### src/hw/isd_defines.vh
// Constants for the increment-skip / OR / move instruction decoder
// Notes on behaviour
// RQ1 - Increment-skip adds one, flags unchanged
// RQ2 - Zero sum turns next instruction into no-op
// RQ3 - Destination bit 0 accumulator, 1 register
// RQ4 - Literal OR into accumulator, updates zero
// RQ5 - Register OR to destination, updates zero
// RQ6 - Register copied to accumulator, flags unchanged
// RQ7 - Literal loaded into accumulator, flags unchanged
// RQ8 - Zero flag set when result zero
`ifndef ISD_DEFINES_VH
`define ISD_DEFINES_VH
// ***************
// Opcode patterns
// ***************
`define ISD_OP_INC_SKIP 6'h0F
`define ISD_OP_OR_REG 6'h04
`define ISD_OP_MOVE_REG 6'h08
`define ISD_OP_OR_LIT 6'h1A
`define ISD_OP_LOAD_LIT 6'h19
// ***************
// Field positions and reset values
// ***************
`define ISD_OP_HI 13
`define ISD_OP_LO 8
`define ISD_DEST_BIT 7
`define ISD_ADDR_HI 6
`define ISD_LIT_HI 7
`define ISD_ACC_RESET 8'h00
`define ISD_ZERO_RESET 1'b0
`endif

### src/hw/isd_decode.v
// Opcode decode for the five supported instructions
`timescale 1ns/100ps
`include "isd_defines.vh"
module isd_decode (
   input wire [13:0] instr,
   output wire inc_skip,
   output wire or_reg,
   output wire move_reg,
   output wire or_lit,
   output wire load_lit
);
   wire [5:0] op;
   assign op = instr[`ISD_OP_HI:`ISD_OP_LO];
   assign inc_skip = (op == `ISD_OP_INC_SKIP); // RQ1
   assign or_reg = (op == `ISD_OP_OR_REG); // RQ5
   // Bit 7 set under this opcode is a different move and is ignored here
   assign move_reg = (op == `ISD_OP_MOVE_REG) && !instr[`ISD_DEST_BIT]; // RQ6
   assign or_lit = (op == `ISD_OP_OR_LIT); // RQ4
   assign load_lit = (op == `ISD_OP_LOAD_LIT); // RQ7
endmodule // isd_decode

### src/hw/isd_core.v
// Execute stage for increment-skip, OR and move instructions
`timescale 1ns/100ps
`include "isd_defines.vh"
module isd_core (
   input wire clk,
   input wire rst_n,
   input wire instr_valid,
   input wire [13:0] instr,
   input wire [7:0] reg_rdata,
   output wire [6:0] reg_addr,
   output reg reg_we,
   output reg [6:0] reg_waddr,
   output reg [7:0] reg_wdata,
   output reg [7:0] acc,
   output reg zero_flag,
   output reg skip_active,
   output wire ready
);
   // ***************
   // Decode
   // ***************
   wire inc_skip;
   wire or_reg;
   wire move_reg;
   wire or_lit;
   wire load_lit;
   wire [7:0] lit;
   wire dest_reg;
   wire [8:0] inc_full;
   wire [7:0] inc_sum;
   wire [7:0] or_reg_res;
   wire [7:0] or_lit_res;
   wire exec;
   // Zero test shared by every flag-updating instruction
   function is_zero;
      input [7:0] value;
      begin
         is_zero = (value == 8'h00);
      end
   endfunction
   isd_decode u_dec (
      .instr(instr),
      .inc_skip(inc_skip),
      .or_reg(or_reg),
      .move_reg(move_reg),
      .or_lit(or_lit),
      .load_lit(load_lit)
   );
   assign reg_addr = instr[`ISD_ADDR_HI:0];
   assign lit = instr[`ISD_LIT_HI:0];
   assign dest_reg = instr[`ISD_DEST_BIT];
   // Carry is dropped on purpose so 8'hFF wraps to zero
   assign inc_full = {1'b0, reg_rdata} + 9'h001; // RQ1
   assign inc_sum = inc_full[7:0];
   assign or_reg_res = acc | reg_rdata;
   assign or_lit_res = acc | lit;
   // An instruction arriving during the skip slot is squashed to a no-op
   assign exec = instr_valid && !skip_active; // RQ2
   assign ready = 1'b1;
   // ***************
   // Execute
   // ***************
   always @(posedge clk or negedge rst_n) begin
      if (!rst_n) begin
         acc <= `ISD_ACC_RESET;
         zero_flag <= `ISD_ZERO_RESET;
         skip_active <= 1'b0;
         reg_we <= 1'b0;
         reg_waddr <= 7'h00;
         reg_wdata <= 8'h00;
      end else begin
         reg_we <= 1'b0;
         if (instr_valid && skip_active) begin
            skip_active <= 1'b0; // RQ2
         end else if (exec) begin
            if (inc_skip) begin
               skip_active <= is_zero(inc_sum); // RQ2
               if (dest_reg) begin // RQ3
                  reg_we <= 1'b1;
                  reg_waddr <= reg_addr;
                  reg_wdata <= inc_sum;
               end else begin
                  acc <= inc_sum;
               end
            end else if (or_reg) begin
               zero_flag <= is_zero(or_reg_res); // RQ8
               if (dest_reg) begin // RQ3
                  reg_we <= 1'b1;
                  reg_waddr <= reg_addr;
                  reg_wdata <= or_reg_res; // RQ5
               end else begin
                  acc <= or_reg_res; // RQ5
               end
            end else if (or_lit) begin
               acc <= or_lit_res; // RQ4
               zero_flag <= is_zero(or_lit_res); // RQ8
            end else if (move_reg) begin
               acc <= reg_rdata; // RQ6
            end else if (load_lit) begin
               acc <= lit; // RQ7
            end
         end
      end
   end
endmodule // isd_core

### config.mk
export PLATFORM = sky130hd
export DESIGN_NAME = isd_core
export DESIGN_NICKNAME = d
export VERILOG_FILES = /design/src/hw/isd_decode.v /design/src/hw/isd_core.v
export VERILOG_INCLUDE_DIRS = /design/src /design/src/hw
export SDC_FILE = /design/constraint.sdc
export NUM_CORES = 1
export LEC_CHECK = 0
export BUFFER_PORTS_ARGS = -buffer_cell sky130_fd_sc_hd__buf_2
export CORE_MARGIN = 3
export CORE_UTILIZATION = 40
export CTS_CLUSTER_DIAMETER = 120
export DETAILED_ROUTE_END_ITERATION = 8
export PLACE_DENSITY = 0.65
export SLEW_MARGIN = 30
export SYNTH_ARGS = -nofsm -noshare
export SYNTH_HDL_FRONTEND = slang
export SYNTH_SLANG_ARGS = --single-unit
export TNS_END_PERCENT = 20
### constraint.sdc
create_clock -name clk -period 1.6 [get_ports clk]
set_clock_uncertainty 0.15 [all_clocks]
set_input_delay 0.16 -clock clk [delete_from_list [all_inputs] [get_ports clk]]
set_output_delay 0.16 -clock clk [all_outputs]
set_load 0.02 [all_outputs]
Word-level counts from Yosys, hierarchy flattened
Index checks and enable logic that the tools add are counted.
{ "op_classes": {"n_addsub": 1, "n_mul": 0, "div_mod_pow": 0, "magnitude_cmp": 0, "eq_ne": 9, "shift": 0, "muxes": 24, "bitwise_logic": 4, "n_reduce_logical": 18} }
{ "ops": {"columns": ["op", "n"], "rows": [
  ["$mux 8", 11],
  ["$logic_not 8->1", 3],
  ["$mux 7", 3],
  ["$or 8x8->8", 2],
  ["$eq 6x4->1 const B", 2],
  ["$eq 6x5->1 const B", 2],
  ["$mux 1", 10],
  ["$reduce_and 5->1", 2],
  ["$add 8x1->8 const B", 1],
  ["$ne 2x2->1 const B", 4],
  ["$reduce_bool 2->1", 4],
  ["$eq 6x3->1 const B", 1],
  ["$reduce_bool 5->1", 1],
  ["$reduce_and 4->1", 1],
  ["$logic_and 1x1->1", 3],
  ["$reduce_and 3->1", 1],
  ["$logic_not 1->1", 2],
  ["$not 1->1", 2],
  ["$reduce_and 2->1", 1]
]} }
{ "totals": {"regBits": 26, "latchBits": 0, "mem_bits_rw": 0, "romBits": 0, "inputBits": 25, "wordCells": 62, "mem_count": 0} }

Longest topological paths before layout
Gate-level depths: netlist of the first run.
{ "depth": {"word_depth": 6, "mapped_depth": 7, "depth_no_buf": 6} }

By module
From an unflattened synthesis of the first run, not the netlist that was laid out.
{ "hier_totals": {"cells_unflattened": 217, "area_unflattened_um2": 1824.2} }
{ "modules_own_cells": {"columns": ["module", "instances", "cells_each", "area_each_um2", "seq_area_each_um2"], "rows": [
  ["isd_core", 1, 209, 1752.9, 650.6],
  ["isd_decode", 1, 8, 71.3, 0.0]
]} }

Least setup slack after synthesis of the first run
Ideal clock, no wire load.
{ "synth_timing": {"kind": "input -> register", "from": "input port instr[8]", "to": "register reg_waddr[3]", "t_arrival_ns": 1.507, "required_time_ns": 1.325, "path_slack_ns": -0.182, "stages": 6, "path_buffers": 2, "path_cell_list": "buf_4 or3_4 a21oi_1 nand3_2 buf_2 mux2_4"} }
{ "synth_between": {"elab_chain_len": 3} }
{ "synth_rtl": {"columns": ["item", "line_no", "source"], "rows": [
  ["start, declared", "isd_core.v:8", "input wire [13:0] instr,"],
  ["$eq 6x4->1 (no source line) / $eq 6x3->1 (equally long branches)", null, null],
  ["$reduce_bool 2->1 (no source line)", null, null],
  ["$reduce_and 3->1 (no source line)", null, null],
  ["end signal, assigned", "isd_core.v:80", "reg_waddr <= reg_addr;"],
  ["end signal, assigned", "isd_core.v:89", "reg_waddr <= reg_addr;"],
  ["end, declared", "isd_core.v:12", "output reg [6:0] reg_waddr,"]
]} }
Several ways; a longest one is shown, not always the timed one.
A chain may end at the register's enable or synchronous reset.

Final worst setup path of the first run
{ "layout_timing": {"from": "input port instr[12]", "to": "register acc[4]"} }
{ "layout_between": {"elab_chain_len": 6} }
{ "layout_rtl": {"columns": ["item", "line_no", "source"], "rows": [
  ["$eq 6x4->1 (no source line)", null, null],
  ["$logic_and 1x1->1", "isd_decode.v:17", "assign move_reg = (op == `ISD_OP_MOVE_REG) && !instr[`ISD_DEST_BIT];"],
  ["$mux 8", "isd_core.v:97", "end else if (move_reg) begin"],
  ["$mux 8", "isd_core.v:94", "end else if (or_lit) begin"],
  ["$mux 8", "isd_core.v:85", "end else if (or_reg) begin"],
  ["$mux 8", "isd_core.v:76", "if (inc_skip) begin"],
  ["end signal, assigned", "isd_core.v:95", "acc <= or_lit_res;"],
  ["end signal, assigned", "isd_core.v:98", "acc <= reg_rdata;"],
  ["end signal, assigned", "isd_core.v:100", "acc <= lit;"],
  ["end, declared", "isd_core.v:14", "output reg [7:0] acc,"]
]} }
Several ways; a longest one is shown, not always the timed one.

==> flow_summary.json, run 1 <==
{
  "drt-wirelength-per-cell_um": 15.5,
  "holdPathStages": 3,
  "required_ns": 1.64,
  "ys.warnings.count": 0,
  "synth_fa_ha_area_frac": 0.00681,
  "post-synth-top-area-fraction": 0.354,
  "vias": 1916,
  "relSlewSlack": 0.609,
  "postSynth.asyncResetShare": 1.00,
  "synth_ff_type": "dfrtp_1",
  "synth_top_family_by_area": "compound AO/OA/AOI/OAI gates",
  "fp.dieH_um": 73.8,
  "fmax_mhz": 627,
  "clk_pin_slew_worst_paths_ns": 0.09,
  "overflow": 0,
  "layout.nets": 330,
  "wirelength_um": 5500,
  "period_share": 0.997,
  "critical_path.endpoint_type": "flip-flop",
  "start_util": 0.419,
  "first_iter_violations": 152,
  "row_count": 24,
  "synth_mux_area_frac": 0.0796,
  "cp_max_fo": 8,
  "p_leak_uw": 0.00130,
  "htreeDepth": 1,
  "seq_power_share": 0.392,
  "power_frac_comb": 0.368,
  "cp_num_buf_inv": 2,
  "ys_types": 56,
  "slew_violations": 0,
  "crit_slowest_cell": "or3b_4",
  "grt_usage": 0.208,
  "tritoncts": "done",
  "io_pins": 59,
  "reg2reg_depth": 6,
  "grt_pass1_wl_um": 8760,
  "rsz0062_at_grt": "true",
  "antenna_left": 0,
  "drive_above_1_share": 0.459,
  "syn-instance-count": 206,
  "power.switching_uw": 786,
  "clk_latency_ns": 0.26,
  "hold_viol_final": 0,
  "syn_area_per_cell_um2": 8.92,
  "cp-start-kind": "input pin",
  "post-route-drc-count": 0,
  "synth_edf_count": 0,
  "ys_seq_area_frac": 0.354,
  "maxCapViolations": 0,
  "syn_nets": 232,
  "clkSinkCount": 26,
  "tightestPinTransition_ns": 0.587,
  "power_density_nw_per_um2": 875,
  "grt_pass1_vias": 1754,
  "worstPathArrival_ns": 1.64,
  "vias_per_cell": 5.40,
  "synth_compound_area_frac": 0.236,
  "pwr-share-clk": 0.240,
  "crit_chain": "buf_2, or3b_4, a211o_1, a31oi_4, buf_4, nor2_1, a31oi_1",
  "n_antenna_cell": 0,
  "finalCriticalPeriod_ns": 1.59,
  "clock_path_buffers": 2,
  "floorplan.die_area_um2": 5440,
  "fin_util": 0.588,
  "hold_path.class": "in2reg",
  "ir_drop_uv": 501,
  "area_growth_pct": 40.4,
  "swShare": 0.348,
  "synth_seq_cells": 26,
  "setup-violations-final": 0,
  "yosys.area_share.simple": 0.207,
  "antenna_found_initial": 0,
  "synth_top_cell_by_area": "dfrtp_1",
  "status": "finished, final reports clean",
  "placeableCoreArea_um2": 4380,
  "grt_max_degree": 27,
  "worstSetupPathDepth": 7,
  "yosys-top-cells-area": "dfrtp_1 (35%), o21ai_0 (4.6%), buf_4 (3.7%)",
  "cts_buffers": 3,
  "max_stage_delay_ns": 0.43,
  "die_w_um": 73.8,
  "synth_xor_area_frac": 0.0286,
  "p_int_uw": 1470,
  "hold_ws_ns": 0.0217,
  "first_pass_iters": 5,
  "syn_area_um2": 1840,
  "cp_top_family": "compound AO/OA/AOI/OAI gates",
  "io_buffers": 57,
  "path_class": "in2reg",
  "clock-root-buffer": "clkbuf_8",
  "gp_congestion": 0.927,
  "hpwl_um": 4470
}
-- stage by stage --
stage	worst slack [ns]	setup TNS, ns	cell area [um2]	power (uW)	std cells
6_report	0.00546	0	2580	2260	355
4_1_cts	0.00421	0	2550	2280	354
2_1_floorplan	-0.152	-1.24	1850	1360	206
5_1_grt	-0.0417	-0.183	2580	2390	355
3_3_place_gp	-0.257	-3.84	2470	1720	349
3_5_place_dp	-0.301	-4.46	2470	1730	349
-- timing repair --
| action | 4_1_cts | 5_1_grt |
|---|---|---|
| setup buffers | 0 | 1 |
| endpoints found under the hold margin | 26 | 0 |
| resized for setup | 1 | 6 |
| setup endpoints to repair | 8 | 9 |
| pin swaps | 1 | 0 |
| hold buffers | 1 | 0 |
-- tightest hold or removal path: stages --
cell and delay (ns):
buf_2 0.09, nand2b_1 0.09, o31ai_1 0.06
-- cells by family (layout without fill, tap and decap cells) --
| logic type | Yosys count | count (layout) |
|---|---|---|
| compound gates | 63 | 63 |
| xor+xnor | 6 | 6 |
| fa+ha+maj | 1 | 1 |
| buf+inv | 28 | 125 |
| flops | 26 | 26 |
| mux | 12 | 12 |
| other cells | 1 | 1 |
| simple gates | 69 | 69 |
-- registers in the layout (all words and copies together), names as in the netlist --
| signal | cells |
|---|---|
| acc | 8 |
| reg_wdata | 8 |
| reg_waddr | 7 |
| reg_we | 1 |
| skip_active | 1 |
| zero_flag | 1 |
-- synthesized netlist by cell type, drive strengths merged (3+ instances only) --
library cell  number
mux2               9
buf               14
nor4               7
o21ai             18
o221ai             3
inv                9
a21oi             10
mux2i              3
dfrtp             26
xnor2              4
a31oi              5
nand3             10
a21o               4
or3                4
nor2              13
nor3               6
clkbuf             5
a211oi             5
nand2             16
-- area by class of cell --
| class | count | area (um2) |
|---|---|---|
| multi-input combinational | 152 | 1050 |
| fill | 402 | 1800 |
| sequential | 26 | 651 |
| inverter | 9 | 33.8 |
| clock inverter | 1 | 30.0 |
| clock buffer | 3 | 41.3 |
| tap | 52 | 65.1 |
| timing repair buffer | 112 | 704 |
-- layout by cell type, fill, tap and decap left out, drive strengths merged, types with 3 or more instances in the layout --
cell and instances:
nand2 16, mux2i 3, nor3 6, or3 4
o21ai 18, a31oi 5, o221ai 3, buf 111
mux2 9, nor4 7, dfrtp 26, a211oi 5
inv 9, a21oi 10, xnor2 4, nor2 13
a21o 4, nand3 10, clkbuf 3
-- power groups by stage --
| stage | sequential, uW | clock, uW | combinational, uW |
|---|---|---|---|
| floorplan | 1060 | 0 | 295 |
| global placement | 899 | 0 | 821 |
| detailed placement | 901 | 0 | 830 |
| CTS | 887 | 554 | 835 |
| global route | 907 | 571 | 907 |
| finish | 886 | 542 | 830 |
-- worst paths after layout --
path / endpoint / slack [ns] / from
min: skip_active / 0.02 / instr_valid
min reg2reg: reg_wdata[1] / 0.33 / reg_wdata[1]
min in group asynchronous: reg_waddr[3] / 0.27 / rst_n
max in group asynchronous: acc[2] / 0.65 / rst_n
max reg2reg: acc[4] / 0.06 / skip_active
max: acc[4] / 0.005 / instr[12]
-- per-layer routing --
layer | track usage | share of wire
met2 | 0.318 | 0.47
met4 | 0.0563 | 0.014
met1 | 0.307 | 0.46
met3 | 0.0233 | 0.063
met5 | 0 | 0
No activity file was read; power rests on OpenSTA's default activity.
==> run 2: changes to the inputs <==
==> constraint.sdc (replaced) <==
create_clock -name clk -period 1.6 [get_ports clk]
set_clock_uncertainty 0.15 [all_clocks]
set_input_delay 0.32 -clock clk [delete_from_list [all_inputs] [get_ports clk]]
set_output_delay 0.32 -clock clk [all_outputs]
set_load 0.02 [all_outputs]
==> run 2 against run 1 <==
Compared with the run above: the run now ends with setup timing left; sequential share of layout area is 0.79 points lower; maximum frequency is 8.5% lower; cell area is 3.2% higher; final cell count stayed put; register-to-register slack worse by 0.04 ns; core utilization is 1.9 points higher; combinational power is 3.0% higher; setup slack worse by 0.15 ns; sequential power is 1% higher; critical path depth stayed put; largest cell class unchanged.
==> flow_summary.json, run 2 (synthesis gave the netlist of run 1 again) <==
{
  "clk_pin_slew_worst_paths_ns": 0.10,
  "vias_per_cell": 5.46,
  "clock_path_buffers": 2,
  "first_pass_iters": 4,
  "layout.nets": 331,
  "tightestPinTransition_ns": 0.597,
  "post-route-drc-count": 0,
  "hold_ws_ns": 0.155,
  "ir_drop_uv": 400,
  "first_iter_violations": 140,
  "pre_cts_slack_ns": -0.457,
  "n_antenna_cell": 0,
  "drive_above_1_share": 0.475,
  "slew_violations": 0,
  "setup_ws_ns": -0.143,
  "grt_pass1_wl_um": 8780,
  "cts_buffers": 3,
  "violations": "setup timing",
  "grt_pass1_vias": 1816,
  "clkSinkCount": 26,
  "fmax_mhz": 574,
  "setup-violations-final": 18,
  "finalCriticalPeriod_ns": 1.74,
  "clock-root-buffer": "clkbuf_8",
  "floorplan.die_area_um2": 5440,
  "worstPathArrival_ns": 1.80,
  "top_regs": "acc: 8 flops, reg_wdata: 8 flops, reg_waddr: 7 flops",
  "power_density_nw_per_um2": 803,
  "critical_path.endpoint_type": "flip-flop",
  "grt_max_degree": 27,
  "maxCapViolations": 0,
  "cp-start-kind": "input pin",
  "final.setup.tns_ns": -1.38,
  "p_leak_uw": 0.00132,
  "drt-wirelength-per-cell_um": 16.1,
  "hold_viol_final": 0,
  "status": "complete, but fails checks",
  "die_w_um": 73.8,
  "required_ns": 1.66,
  "rsz0062_at_grt": "true",
  "wirelength_um": 5710,
  "antenna_found_initial": 0,
  "row_count": 24,
  "relSlewSlack": 0.602,
  "mostFrequentLayoutCells": "buf_2 (51), buf_4 (50), dfrtp_1 (26), nand2_1 (15), o21ai_0 (14)",
  "dpl.cell_count": 349,
  "final-instance-count-excl-fill": 355,
  "io_pins": 59,
  "grt_usage": 0.208,
  "gp_congestion": 0.911,
  "antenna_left": 0,
  "layout_commonest_cell": "buf_2",
  "start_util": 0.419,
  "area_growth_pct": 44.9,
  "cp_max_fo": 7,
  "overflow": 0,
  "hold_path.class": "in2reg",
  "placeableCoreArea_um2": 4380,
  "path_class": "in2reg",
  "hpwl_um": 4420,
  "vias": 1940,
  "htreeDepth": 1,
  "io_buffers": 57,
  "clk_latency_ns": 0.28,
  "period_share": 1.09,
  "tritoncts": "done",
  "fp.dieH_um": 73.8
}
==> run 2: cell types whose count changed in the layout (fill, tap and decap cells not counted), sizes merged <==
cell    previous run  this run
buf              111       112
bufinv             1         0
==> run 2: cell type report <==
type,count,area [um2]
Multi-Input combinational cell,152,1090
Clock buffer,3,41.3
Inverter,9,33.8
Tap cell,52,65.1
Timing Repair Buffer,113,786
Fill cell,386,1720
Sequential cell,26,651
==> run 2: timing repair <==
item,in CTS,in global routing
pin swaps,7,3
buffers inserted,2,0
hold endpoints to repair,26,0
hold buffers,1,0
gates resized for setup,16,12
endpoints found under the setup margin,20,24
==> run 2: power breakdown <==
group	internal, uW	switching, uW
Combinational	369	486
Clock	169	220
Sequential	784	111
Total	1320	816
==> run 2: critical path: stages <==
cell and delay (ns):
buf_6 0.10, or3b_4 0.42, a211o_1 0.31, a31oi_4 0.31, buf_4 0.18, nor2_1 0.03, a31oi_1 0.14
==> run 2: per-stage QoR <==
stage | util | instance area (um2) | total power (uW)
after floorplan | - | 1850 | 1360
after global placement | 0.569 | 2490 | 1700
after detailed placement | 0.569 | 2490 | 1710
after CTS | 0.598 | 2620 | 2120
after global routing | 0.608 | 2660 | 2250
final | 0.608 | 2660 | 2140
==> run 2: final timing paths <==
path,from,end,slack (ns),cells after the start
min in group asynchronous,rst_n,reg_waddr[3],0.42,2
worst min-delay path,instr_valid,skip_active,0.15,3
worst max register to register,skip_active,acc[7],0.02,6
worst min register to register,reg_wdata[7],reg_wdata[7],0.33,2
worst max-delay path,instr[13],acc[7],-0.14,7
max in group asynchronous,rst_n,acc[3],0.48,2
==> run 2: layer usage <==
metal	track usage	vias up	wire length, um	share of wire
met2	0.347	70	2690	0.47
met5	0	-	0	0
met3	0.0205	7	397	0.070
met4	0.0423	0	82	0.014
met1	0.289	911	2530	0.44
li1	-	952	-	-
==> run 3: changes to the inputs <==
--- a/config.mk
+++ b/config.mk
@@ -12,6 +12,7 @@
 export CTS_CLUSTER_DIAMETER = 120
 export DETAILED_ROUTE_END_ITERATION = 8
 export PLACE_DENSITY = 0.65
+export SKIP_CTS_REPAIR_TIMING = 1
 export SLEW_MARGIN = 30
 export SYNTH_ARGS = -nofsm -noshare
 export SYNTH_HDL_FRONTEND = slang
==> run 3 against run 2 <==
Compared with the run above: the flow still finishes with violations (setup timing); largest cell class unchanged; die area is the same; sequential share of layout area increased by 0.21 points; sequential cell count is the same; clock power is essentially flat; highest routed layer unchanged.
==> flow_summary.json, run 3 (synthesis gave the netlist of run 1 again) <==
{
  "multi_input_area_um2": 1090,
  "swShare": 0.382,
  "setup_ws_ns": -0.119,
  "drt-wirelength-per-cell_um": 16.0,
  "clock-root-buffer": "clkbuf_8",
  "hold_path.class": "in2reg",
  "clk_pin_slew_worst_paths_ns": 0.10,
  "period_share": 1.07,
  "grt_usage": 0.203,
  "finalCriticalPeriod_ns": 1.72,
  "vias": 1918,
  "io_pins": 59,
  "p_int_uw": 1320,
  "fp.dieH_um": 73.8,
  "path_class": "in2reg",
  "required_ns": 1.64,
  "relSlewSlack": 0.605,
  "layout.nets": 330,
  "rsz0062_at_grt": "true",
  "vias_per_cell": 5.42,
  "regArea_um2": 651,
  "n_antenna_cell": 0,
  "setup-violations-final": 18,
  "tightestPinTransition_ns": 0.592,
  "total_power_uw": 2130,
  "fin_util": 0.602,
  "clock_path_buffers": 2,
  "power_frac_comb": 0.398,
  "power.switching_uw": 814,
  "final.fill_count": 384,
  "critical_path.endpoint_type": "flip-flop",
  "pwr-share-clk": 0.182,
  "cts_buffers": 3,
  "hpwl_um": 4420,
  "slew_violations": 0,
  "power_density_nw_per_um2": 806,
  "die_w_um": 73.8,
  "worstPathArrival_ns": 1.76,
  "post-route-drc-count": 0,
  "seq_power_share": 0.421,
  "grt_max_degree": 27,
  "row_count": 24,
  "wirelength_um": 5660,
  "clk_latency_ns": 0.28,
  "p_leak_uw": 0.00131,
  "area_growth_pct": 43.7,
  "grt_pass1_vias": 1776,
  "overflow": 0,
  "grt_pass1_wl_um": 8560,
  "htreeDepth": 1,
  "stdcell_area_um2": 2640,
  "drive_above_1_share": 0.477,
  "top_regs": "acc: 8 flops, reg_wdata: 8 flops, reg_waddr: 7 flops",
  "antenna_found_initial": 0,
  "io_buffers": 57,
  "ir_drop_uv": 399,
  "cp_max_fo": 8,
  "floorplan.die_area_um2": 5440,
  "first_pass_iters": 4,
  "placeableCoreArea_um2": 4380,
  "cp-start-kind": "input pin",
  "antenna_left": 0,
  "violations": "setup timing",
  "maxCapViolations": 0,
  "status": "complete, but fails checks",
  "start_util": 0.419,
  "layout_commonest_cell": "buf_2",
  "gp_congestion": 0.911,
  "mostFrequentLayoutCells": "buf_2 (52), buf_4 (50), dfrtp_1 (26), nand2_1 (15), o21ai_0 (14)",
  "first_iter_violations": 105,
  "hold_viol_final": 0,
  "dpl-instance-area_um2": 2490,
  "clkSinkCount": 26,
  "tritoncts": "done",
  "fmax_mhz": 582
}
## run 3: cell count changes in the layout (fill, tap and decap cells not counted)
cell and delta:
buf_2 +1, buf_6 -1, buf_8 -1, nand3_2 +1, nand3_4 -1, nor4_1 -1, nor4_2 +1
## run 3: metrics by stage
stage / TNS, ns / hold WS (ns) / setup WS (ns) / cells
global route: -2.38 / 0.169 / -0.165 / 354
floorplan: -4.53 / -0.126 / -0.312 / 206
global placement: -8.05 / 0.204 / -0.414 / 349
finish: -1.24 / 0.154 / -0.119 / 354
CTS: -1.69 / -0.0868 / -0.163 / 352
detailed placement: -8.73 / 0.213 / -0.457 / 349
## run 3: power groups by stage
stage | clock (uW) | combinational (uW) | sequential, uW
floorplan | 0 | 295 | 1060
global placement | 0 | 803 | 901
detailed placement | 0 | 810 | 905
CTS | 398 | 814 | 891
global route | 406 | 924 | 911
finish | 387 | 847 | 896
## run 3: path summary, 6_finish.rpt
path,from,slack [ns],to,cells after the start
max reg2reg,skip_active,0.02,acc[1],5
min in group asynchronous,rst_n,0.42,reg_waddr[3],2
max in group asynchronous,rst_n,0.48,acc[3],2
min reg2reg,reg_wdata[0],0.33,reg_wdata[0],1
max,instr[11],-0.12,acc[1],6
min,instr_valid,0.15,skip_active,3
## run 3: per-layer routing
metal	routed length, um	track usage	up-vias
met5	0	0	-
met4	40	0.0423	0
met3	254	0.0205	5
met2	2700	0.329	63
met1	2660	0.290	904
li1	-	-	946
## run 3: area by class of cell
type | count | share of cell area
repair buffers | 112 | 0.289
well taps | 52 | 0.0246
clock buffers | 3 | 0.0156
flip-flops and latches | 26 | 0.246
multi-input cells | 152 | 0.411
inverters | 9 | 0.0128
## run 3: worst max-delay path, stage by stage
cell and delay [ns]:
buf_6 0.09, or3_4 0.39, a211o_1 0.34, a31oi_4 0.28, o21ai_0 0.16, a22oi_1 0.18
